`src/calendar_clock_consts.vh`:
```
// Constants for the calendar clock with its AXI4-Lite register tables.
// Assumes a single 10 MHz clock and a synchronous active-high reset.
`ifndef CALENDAR_CLOCK_CONSTS_VH
`define CALENDAR_CLOCK_CONSTS_VH

// Table numbers; byte address is four times the number
`define IDX_SEC        10'd247
`define IDX_MIN        10'd248
`define IDX_HOUR       10'd249
`define IDX_DATE       10'd250
`define IDX_MONTH      10'd251
`define IDX_YEAR       10'd252
`define IDX_DOW        10'd253
`define IDX_TIME_SET   10'd254
`define IDX_DATE_SET   10'd255
`define ADDR_W         12

// Byte lanes of the setting words
`define LANE0_LSB      0
`define LANE1_LSB      8
`define LANE2_LSB      16
`define LANE3_LSB      24

// Values after reset
`define RST_SEC        8'h00
`define RST_MIN        8'h00
`define RST_HOUR       8'h00
`define RST_DATE       8'h01
`define RST_MONTH      8'h01
`define RST_YEAR       8'h00
`define RST_DOW        8'h00

// BCD limits
`define SEC_LAST       8'h59
`define MIN_LAST       8'h59
`define HOUR_LAST      8'h23
`define MONTH_LAST     8'h12
`define YEAR_LAST      8'h99
`define DOW_LAST       8'h06
`define DATE_FIRST     8'h01
`define MONTH_FIRST    8'h01
`define DAYS_31        8'h31
`define DAYS_30        8'h30
`define DAYS_29        8'h29
`define DAYS_28        8'h28
`define MON_FEB        8'h02
`define MON_APR        8'h04
`define MON_JUN        8'h06
`define MON_SEP        8'h09
`define MON_NOV        8'h11
`define DIGIT_NINE     4'h9

// Tick timing
`define CLK_PERIOD_NS  100
`define TICK_PERIOD_NS 1000000000

// AXI responses
`define RESP_OKAY      2'b00
`define RESP_SLVERR    2'b10

`endif

```
`src/one_second_tick.v`:
```
// One-second tick generator for the calendar clock.
// Assumes the caller sets CYCLES to clock cycles per second.
`timescale 1ns/10ps
module one_second_tick #(
  parameter CYCLES = 10000000,
  parameter CNT_W  = 24
) (
  input  wire ref_clk_in,
  input  wire rst_in,
  output reg  tick_out
);
  localparam [CNT_W-1:0] LAST = CYCLES - 1;
  localparam [CNT_W-1:0] ONE  = 1;
  reg [CNT_W-1:0] count;

  // Free-running divider, one pulse per wrap
  always @(posedge ref_clk_in) begin
    if (rst_in) begin
      count    <= {CNT_W{1'b0}};
      tick_out <= 1'b0;
    end else if (count == LAST) begin
      count    <= {CNT_W{1'b0}};
      tick_out <= 1'b1;
    end else begin
      count    <= count + ONE;
      tick_out <= 1'b0;
    end
  end
endmodule // one_second_tick

```
`src/calendar_clock_tables.v`:
```
// Calendar clock: BCD time of day and date behind an AXI4-Lite slave.
// Assumes a master that keeps one write and one read in flight at most.
//
// The register offsets and the AXI4-Lite slave port were chosen for this implementation.
`timescale 1ns/10ps
`include "calendar_clock_consts.vh"
module calendar_clock_tables #(
  parameter TICK_CYCLES = `TICK_PERIOD_NS / `CLK_PERIOD_NS
) (
  input  wire                ref_clk_in,
  input  wire                rst_in,
  input  wire [`ADDR_W-1:0]  s_axi_awaddr_in,
  input  wire                s_axi_awvalid_in,
  output reg                 s_axi_awready_out,
  input  wire [31:0]         s_axi_wdata_in,
  input  wire [3:0]          s_axi_wstrb_in,
  input  wire                s_axi_wvalid_in,
  output reg                 s_axi_wready_out,
  output reg  [1:0]          s_axi_bresp_out,
  output reg                 s_axi_bvalid_out,
  input  wire                s_axi_bready_in,
  input  wire [`ADDR_W-1:0]  s_axi_araddr_in,
  input  wire                s_axi_arvalid_in,
  output reg                 s_axi_arready_out,
  output reg  [31:0]         s_axi_rdata_out,
  output reg  [1:0]          s_axi_rresp_out,
  output reg                 s_axi_rvalid_out,
  input  wire                s_axi_rready_in
);
  reg  [7:0]         sec;
  reg  [7:0]         min;
  reg  [7:0]         hour;
  reg  [7:0]         date;
  reg  [7:0]         month;
  reg  [7:0]         year;
  reg  [7:0]         dow;
  reg  [7:0]         next_sec;
  reg  [7:0]         next_min;
  reg  [7:0]         next_hour;
  reg  [7:0]         next_date;
  reg  [7:0]         next_month;
  reg  [7:0]         next_year;
  reg  [7:0]         next_dow;
  reg  [`ADDR_W-1:0] wr_addr;
  reg  [31:0]        wr_data;
  reg  [3:0]         wr_strb;
  wire               tick;
  wire [9:0]         wr_idx;
  wire               wr_go;
  wire [32:0]        wr_view;
  wire [32:0]        rd_view;

  assign wr_idx = wr_addr[`ADDR_W-1:2];
  // Table views; the top bit says the address hits the clock tables
  assign wr_view = read_word(wr_idx);
  assign rd_view = read_word(s_axi_araddr_in[`ADDR_W-1:2]);
  // Both halves of the write held and no answer pending
  assign wr_go  = ~s_axi_awready_out & ~s_axi_wready_out & ~s_axi_bvalid_out;

  // BCD increment of a two-digit field
  function [7:0] bcd_inc;
    input [7:0] v;
    begin
      if (v[3:0] == `DIGIT_NINE)
        bcd_inc = {v[7:4] + 4'h1, 4'h0};
      else
        bcd_inc = {v[7:4], v[3:0] + 4'h1};
    end
  endfunction

  // Last date of a month; two-digit years divisible by four are leap
  function [7:0] month_last;
    input [7:0] m;
    input [7:0] y;
    reg leap;
    begin
      leap = y[4] ? (y[3:0] == 4'h2 || y[3:0] == 4'h6)
                  : (y[3:0] == 4'h0 || y[3:0] == 4'h4 ||
                     y[3:0] == 4'h8);
      case (m)
        `MON_FEB: month_last = leap ? `DAYS_29 : `DAYS_28;
        `MON_APR, `MON_JUN, `MON_SEP, `MON_NOV: month_last = `DAYS_30;
        default: month_last = `DAYS_31;
      endcase
    end
  endfunction

  // Byte-lane merge of a write into a field
  function [7:0] lane_merge;
    input [7:0] old;
    input [7:0] new_v;
    input       en;
    begin
      lane_merge = en ? new_v : old;
    end
  endfunction

  // Read view of the tables; setting words read as zero
  function [32:0] read_word;
    input [9:0] idx;
    begin
      case (idx)
        `IDX_SEC:      read_word = {1'b1, 24'h000000, sec};
        `IDX_MIN:      read_word = {1'b1, 24'h000000, min};
        `IDX_HOUR:     read_word = {1'b1, 24'h000000, hour};
        `IDX_DATE:     read_word = {1'b1, 24'h000000, date};
        `IDX_MONTH:    read_word = {1'b1, 24'h000000, month};
        `IDX_YEAR:     read_word = {1'b1, 24'h000000, year};
        `IDX_DOW:      read_word = {1'b1, 24'h000000, dow};
        `IDX_TIME_SET: read_word = {1'b1, 32'h00000000};
        `IDX_DATE_SET: read_word = {1'b1, 32'h00000000};
        default:       read_word = {1'b0, 32'h00000000};
      endcase
    end
  endfunction

  one_second_tick #(
    .CYCLES (TICK_CYCLES),
    .CNT_W  (24)
  ) u_tick (
    .ref_clk_in (ref_clk_in),
    .rst_in     (rst_in),
    .tick_out   (tick)
  );

  // Calendar advance and setting loads; a host setting wins over the tick
  always @* begin
    next_sec   = sec;
    next_min   = min;
    next_hour  = hour;
    next_date  = date;
    next_month = month;
    next_year  = year;
    next_dow   = dow;
    if (wr_go && wr_idx == `IDX_TIME_SET) begin
      next_sec  = lane_merge(sec, wr_data[`LANE0_LSB +: 8],
                             wr_strb[0]);
      next_min  = lane_merge(min, wr_data[`LANE1_LSB +: 8],
                             wr_strb[1]);
      next_hour = lane_merge(hour, wr_data[`LANE2_LSB +: 8],
                             wr_strb[2]);
      next_date = lane_merge(date, wr_data[`LANE3_LSB +: 8],
                             wr_strb[3]);
    end else if (wr_go && wr_idx == `IDX_DATE_SET) begin
      // Top byte is vacant and never read back
      next_month = lane_merge(month, wr_data[`LANE0_LSB +: 8],
                              wr_strb[0]);
      next_year  = lane_merge(year, wr_data[`LANE1_LSB +: 8],
                              wr_strb[1]);
      next_dow   = lane_merge(dow, wr_data[`LANE2_LSB +: 8],
                              wr_strb[2]);
    end else if (tick) begin
      if (sec != `SEC_LAST) begin
        next_sec = bcd_inc(sec);
      end else begin
        next_sec = `RST_SEC;
        if (min != `MIN_LAST) begin
          next_min = bcd_inc(min);
        end else begin
          next_min = `RST_MIN;
          if (hour != `HOUR_LAST) begin
            next_hour = bcd_inc(hour);
          end else begin
            next_hour = `RST_HOUR;
            // Weekday wraps from Saturday back to Sunday
            next_dow = (dow == `DOW_LAST) ? `RST_DOW : bcd_inc(dow);
            if (date < month_last(month, year)) begin
              next_date = bcd_inc(date);
            end else begin
              next_date = `DATE_FIRST;
              if (month != `MONTH_LAST) begin
                next_month = bcd_inc(month);
              end else begin
                next_month = `MONTH_FIRST;
                next_year  = (year == `YEAR_LAST) ? `RST_YEAR
                                                  : bcd_inc(year);
              end
            end
          end
        end
      end
    end
  end

  // Time registers; reset gives a fixed start, no preset contents
  always @(posedge ref_clk_in) begin
    if (rst_in) begin
      sec   <= `RST_SEC;
      min   <= `RST_MIN;
      hour  <= `RST_HOUR;
      date  <= `RST_DATE;
      month <= `RST_MONTH;
      year  <= `RST_YEAR;
      dow   <= `RST_DOW;
    end else begin
      sec   <= next_sec;
      min   <= next_min;
      hour  <= next_hour;
      date  <= next_date;
      month <= next_month;
      year  <= next_year;
      dow   <= next_dow;
    end
  end

  // Write channels: address and data taken in either order, then answered
  always @(posedge ref_clk_in) begin
    if (rst_in) begin
      s_axi_awready_out <= 1'b1;
      s_axi_wready_out  <= 1'b1;
      s_axi_bvalid_out  <= 1'b0;
      s_axi_bresp_out   <= `RESP_OKAY;
      wr_addr           <= {`ADDR_W{1'b0}};
      wr_data           <= 32'h00000000;
      wr_strb           <= 4'h0;
    end else begin
      if (s_axi_awvalid_in && s_axi_awready_out) begin
        wr_addr           <= s_axi_awaddr_in;
        s_axi_awready_out <= 1'b0;
      end
      if (s_axi_wvalid_in && s_axi_wready_out) begin
        wr_data          <= s_axi_wdata_in;
        wr_strb          <= s_axi_wstrb_in;
        s_axi_wready_out <= 1'b0;
      end
      if (wr_go) begin
        s_axi_bvalid_out <= 1'b1;
        // Display tables accept and drop writes; outside space is an error
        s_axi_bresp_out  <= wr_view[32] ? `RESP_OKAY : `RESP_SLVERR;
      end else if (s_axi_bvalid_out && s_axi_bready_in) begin
        s_axi_bvalid_out  <= 1'b0;
        s_axi_awready_out <= 1'b1;
        s_axi_wready_out  <= 1'b1;
      end
    end
  end

  // Read channel: data sampled at the address handshake
  always @(posedge ref_clk_in) begin
    if (rst_in) begin
      s_axi_arready_out <= 1'b1;
      s_axi_rvalid_out  <= 1'b0;
      s_axi_rdata_out   <= 32'h00000000;
      s_axi_rresp_out   <= `RESP_OKAY;
    end else if (s_axi_arvalid_in && s_axi_arready_out) begin
      s_axi_arready_out <= 1'b0;
      s_axi_rvalid_out  <= 1'b1;
      s_axi_rdata_out   <= rd_view[31:0];
      s_axi_rresp_out   <= rd_view[32] ? `RESP_OKAY : `RESP_SLVERR;
    end else if (s_axi_rvalid_out && s_axi_rready_in) begin
      s_axi_rvalid_out  <= 1'b0;
      s_axi_arready_out <= 1'b1;
    end
  end
endmodule // calendar_clock_tables

```
`config.mk`:
```
export PLATFORM = sky130hd
export DESIGN_NAME = calendar_clock_tables
export DESIGN_NICKNAME = d
export VERILOG_FILES = /design/src/one_second_tick.v /design/src/calendar_clock_tables.v
export VERILOG_INCLUDE_DIRS = /design/src
export SDC_FILE = /design/constraint.sdc
export NUM_CORES = 1
export LEC_CHECK = 0
export ABC_CLOCK_PERIOD_IN_PS = 2640
export BUFFER_PORTS_ARGS = -buffer_cell sky130_fd_sc_hd__buf_2
export CORE_MARGIN = 3
export CORE_UTILIZATION = 54
export CTS_BUF_LIST = sky130_fd_sc_hd__clkbuf_4 sky130_fd_sc_hd__clkbuf_8
export CTS_CLUSTER_SIZE = 24
export DETAILED_ROUTE_END_ITERATION = 8
export GPL_ROUTABILITY_DRIVEN = 0
export PLACE_DENSITY = 0.82
export SLEW_MARGIN = 20
export SYNTH_ARGS = -nofsm -noshare
export SYNTH_HDL_FRONTEND = slang
export SYNTH_SLANG_ARGS = --single-unit
```
`constraint.sdc`:
```
create_clock -name ref_clk_in -period 2.64 [get_ports ref_clk_in]
set_clock_uncertainty 0.1 [all_clocks]
set_input_delay 0.528 -clock ref_clk_in [delete_from_list [all_inputs] [get_ports ref_clk_in]]
set_output_delay 0.528 -clock ref_clk_in [all_outputs]
set_load 0.01 [all_outputs]
```
======== Word level (Yosys, flattened, before mapping) ========
Cells that the tools add are included.
Widths: inputs -> output; s select.
word-level totals
  bits in registers ....................... 170
  output and inout bits ................... 41
  word-level logic and storage cells ...... 226
operators by class
  magnitude comparators ................... 1
  $add $sub $neg .......................... 15
  bitwise gates (word level) .............. 6
  reductions and logical operators ........ 35
  mux-type cells .......................... 80
  equality and inequality tests ........... 62
operator list
  cell                   count
  $pmux 33 s8            2
  $mux 8                 60
  $eq 10x8->1 const B    18
  $add 4x1->4 const B    14
  $eq 4x4->1 const B     8
  $ne 2x2->1 const B     16
  $add 24x1->24 const B  1
  $eq 24x24->1 const B   1
  $eq 8x3->1 const B     3
  $reduce_and 7->1       3
  $reduce_and 6->1       3
  $ne 8x7->1 const B     2
  $reduce_and 8->1       2
  $mux 1                 15
  $ne 3x2->1 const B     5
  $pmux 5 s2             1
  $reduce_and 5->1       2
  $reduce_and 9->1       1
  $eq 4x3->1 const B     2
  $eq 8x2->1 const B     1
  $eq 8x4->1 const B     1
  $eq 8x5->1 const B     1
  $eq 8x8->1 const B     1
  $lt 8x8->1             1
  other kinds (15)       35

======== Longest topological paths before layout ========
  depth after elaboration ................. 20
  mapped depth ............................ 13
  mapped depth without buffers ............ 11

======== By module ========
Synthesis repeated with hierarchy kept, for this count alone.
unflattened totals
  cells, all modules ...................... 1,019
  area, all modules ....................... 8,030.2 µm²
by module, submodules not included
  module                 cells an instance  area an instance (µm²)  instances
  calendar_clock_tables  887                6,860.3                 1
  one_second_tick        132                1,169.9                 1

======== Worst setup path after synthesis ========
Ideal clock, no wire load.
  path kind ............................... register to register
  start ................................... register month[3]
  end ..................................... register date[5]
  setup time .............................. 0.086 ns
  path slack .............................. -0.017 ns
  data arrival time ....................... 2.472 ns
  period minus slack after synthesis ...... 2.657 ns
  path buffers ............................ 3
  stages on the path, launching flop included .. 13
  data required time ...................... 2.454 ns
  cell sequence ........................... dfxtp_1 buf_4 nor4b_2 and3_1 buf_2 inv_1 ha_1 and3_1 a31o_2 nor2_1 buf_4 a221oi_1 a211oi_1
on the way
  longest elaborated chain between the ends .. 17
  elaborated cells between the ends (all ways) .. 23
  classes of those cells .................. 1 x order compare; 6 x eq/ne; 14 x mux; 2 x reduce/logical
RTL lines
  item                                RTL line                     RTL
  start: declaration                  calendar_clock_tables.v:34   reg [7:0] month;
  start signal: assignment            calendar_clock_tables.v:192  month <= `RST_MONTH;
  start signal: assignment            calendar_clock_tables.v:200  month <= next_month;
  $eq 8x3->1 (tied with other cells)  calendar_clock_tables.v:80   case (m)
  $reduce_or 4->1                     calendar_clock_tables.v:80
  $pmux 5 s2 *                        calendar_clock_tables.v:80
  $mux 8 *                            calendar_clock_tables.v:161  if (hour != `HOUR_LAST) begin
  $mux 8 *                            calendar_clock_tables.v:157  if (min != `MIN_LAST) begin
  $mux 8 *                            calendar_clock_tables.v:153  if (sec != `SEC_LAST) begin
  $mux 8 *                            calendar_clock_tables.v:152  end else if (tick) begin
  $mux 8 *                            calendar_clock_tables.v:144  end else if (wr_go && wr_idx == `IDX_DATE_SET) begin
  $mux 8 *                            calendar_clock_tables.v:135  if (wr_go && wr_idx == `IDX_TIME_SET) begin
  $lt 8x8->1 *                        calendar_clock_tables.v:167  if (date < month_last(month, year)) begin
  $mux 8                              calendar_clock_tables.v:167
  $mux 8                              calendar_clock_tables.v:161
  $mux 8                              calendar_clock_tables.v:157
  $mux 8                              calendar_clock_tables.v:153
  $mux 8                              calendar_clock_tables.v:152
  $mux 8                              calendar_clock_tables.v:144
  $mux 8                              calendar_clock_tables.v:135
  end signal: assignment              calendar_clock_tables.v:191  date <= `RST_DATE;
  end signal: assignment              calendar_clock_tables.v:199  date <= next_date;
  end: declaration                    calendar_clock_tables.v:33   reg [7:0] date;
Mark *: on every way between the ends. The rest lies on a longest branch, timed or not. The select of a mux whose other input is x is not followed.
A chain may end at the register's enable or synchronous reset.

======== Worst setup path in the final report ========
  start ................................... register month[2]
  end ..................................... register date[6]
Same word-level chain as after synthesis.

==> impl_metrics.json <==
{
  "required_ns": 2.89,
  "cts.clk_slew.worst_paths_ns": 0.08,
  "place.port_buffers": 77,
  "numCtsBuffers": 17,
  "antennaDiodeCount": 0,
  "synth_edf_count": 0,
  "design_area_sq_um": 9360,
  "slowest_delay_ns": 0.35,
  "coreArea_sq_um": 14700,
  "cp-end-kind": "flop",
  "rrSetupSlack_ns": 0.07,
  "largest_reg_flops": 32,
  "synth-seq-cells": 142,
  "finalHoldViolCount": 0,
  "fin_crit_sh_pct": 97.2,
  "cp_max_fo": 5,
  "wl_per_cell_um": 16.9,
  "status": "finished clean",
  "clockBufferDepth": 2,
  "rows": 44,
  "finalPower_mw": 4.34,
  "totalWireLength_mm": 22.3,
  "synth_largest_area_cell": "dfxtp_1",
  "areaGrowthSynthToFinish_pct": 13.9,
  "die_width_um": 129,
  "cpMaxStageDelayCell": "dfxtp_1",
  "ys_seq_area_share_pct": 34.6,
  "holdWs_ns": 0.176,
  "yosysWarningCount": 0,
  "fin_nets": 1217,
  "start_util_pct": 55.9,
  "r2r-start": "month[2]",
  "routed_via_density": 6.03,
  "utilization_pct": 63.7,
  "place_area_sq_um": 8880,
  "cts_root_buffer": "clkbuf_8",
  "grt_max_degree": 41,
  "relSlewSlack_pct": 56.8,
  "fillers": 1272,
  "ys_top_cells_by_count": "170 x nand2_1, 142 x dfxtp_1, 93 x a21oi_1",
  "critPathKind": "flop to flop",
  "hp-class": "input port to flop",
  "numClockSinks": 142,
  "async_flop_share_pct": 0,
  "synth.most_common_cell": "nand2_1",
  "start_kind": "flop",
  "synth_ff_type": "dfxtp_1",
  "insertion_delay_ns": 0.45,
  "period_needed_ns": 2.57,
  "synth_area_leaders": "dfxtp_1 35%, nand2_1 7.8%, a21oi_1 5.7%",
  "gr-usage-all-layers_pct": 26.4,
  "final-max-slew-violation-count": 0,
  "finalSetupViolations": 0,
  "maxCapViolCount": 0,
  "die_h_um": 129,
  "drtIter0Drc": 764,
  "dieArea_sq_um": 16700,
  "rsz0062_at_grt": "yes",
  "remaining_drc_errors": 0,
  "grt_pass1_wl_mm": 35.4,
  "cp-endpoint": "date[6]",
  "syn_inst": 1039,
  "reg.largest.list": "wr_data x32, u_tick.count x24, wr_addr x10",
  "leakage_nw": 3.67,
  "ys_types": 84,
  "postSynthAreaPerCell_sq_um": 7.91,
  "drive_gt1_share_pct": 17.4,
  "vias": 7962,
  "htree_levels": 4,
  "area.sequential_sq_um": 2840,
  "peakVddDrop_uv": 474,
  "regMostFlops": "wr_data",
  "rr_worst_depth": 9,
  "critPathLaunch": "month[2]",
  "syn-cell-area_sq_um": 8220,
  "path_cells": "nor4b_4, and3_4, inv_1, ha_1, and3_2, a31o_4, nor2_4, a31oi_2, o221a_2",
  "cts_tree": "built",
  "first_pass_iters": 5,
  "post_cts_buffers": 0,
  "timing.rr.end": "date[6]",
  "finalSetupTns_ns": 0,
  "grt_pass1_vias": 7211,
  "worst_pin_slew_ns": 0.630,
  "synth_top_area_share_pct": 34.6,
  "fmax_mhz": 390,
  "antenna_found_initial": 0,
  "dp_hpwl_mm": 16.3,
  "ant_nets": 0,
  "globalRoute.totalOverflow": 0,
  "multi_input_area_sq_um": 5020,
  "power_density_nw_per_um2": 463,
  "io_pins": 108,
  "cp_data_arrival_time_ns": 2.81
}
layer usage:
| layer | track usage (%) | wire (um) |
|---|---|---|
| met3 | 5.73 | 2000 |
| met1 | 34.7 | 9510 |
| met2 | 43.0 | 10100 |
| met5 | 0 | 0 |
| met4 | 9.64 | 685 |
stage by stage:
| stage | std cells | setup WS (ns) |
|---|---|---|
| floorplan | 1064 | 0.0394 |
| detailed placement | 1290 | -0.0518 |
| CTS | 1321 | 0.0187 |
| global route | 1321 | -0.0320 |
| global placement | 1290 | 0.0720 |
| finish | 1321 | 0.0747 |
worst min-delay path by stage:
stage | startpoint | slack (ns) | depth (start not counted) | to
detailed placement | s_axi_rdata_out[6] | 0.33 | 2 | s_axi_rdata_out[6]
floorplan | u_tick.count[0] | 0.31 | 1 | u_tick.count[0]
global route | s_axi_awvalid_in | 0.17 | 2 | s_axi_awready_out
global placement | u_tick.count[0] | 0.33 | 1 | u_tick.count[0]
finish | s_axi_wvalid_in | 0.18 | 2 | s_axi_wready_out
CTS | s_axi_wvalid_in | 0.15 | 2 | s_axi_wready_out
report_power, final:
group,total (mW),switching (mW),internal (mW),leakage (nW)
clock network,1.80,0.868,0.937,0.201
registers,2.25,0.0577,2.19,1.15
logic,0.281,0.176,0.105,2.32
total,4.34,1.10,3.24,3.67
area by class of cell:
cell class,count,area share (%)
multi-input cells,815,53.6
flip-flops and latches,142,30.4
repair buffers,124,8.22
clock buffers,21,3.02
well taps,184,2.46
clock inverters,10,1.38
inverters,25,1.00
layout by cell type (no fill, tap or decap), types with 26 or more instances in the layout:
master and count:
nor2_1 86, buf_2 76, dfxtp_1 142, nand2_1 170, nand3_1 34, mux2i_1 27
buf_4 45, a21oi_1 93, o21ai_0 47, conb_1 26
critical path, delay by kind of cell, from the launching register on:
kind / cells / cell delay, ns
AND/OR/NAND/NOR: 4 / 0.99
AO/OA/AOI/OAI: 3 / 0.68
flip-flops: 1 / 0.35
adder cells (fa/ha/maj): 1 / 0.28
buffers and inverters: 1 / 0.04
what timing repair did:
item                                    CTS  global route
resized for setup                         4            11
hold endpoints to repair                  0             0
hold buffers                              0             0
endpoints found under the setup margin    2            15
pin swaps                                 0             2
kinds of logic (layout without fill, tap and decap cells):
group                    Yosys count  count (layout)  synth area share [%]
multiplexers                      32              32                  3.97
buffers and inverters            107             180                  6.43
AND/OR/NAND/NOR                  438             438                  27.2
other                              1              26                0.0456
XOR/XNOR                          30              30                  3.20
AO/OA/AOI/OAI                    264             264                  20.8
adder cells (fa/ha/maj)           25              25                  3.81
flip-flops                       142             142                  34.6
Power figures use the tool's default switching activity.
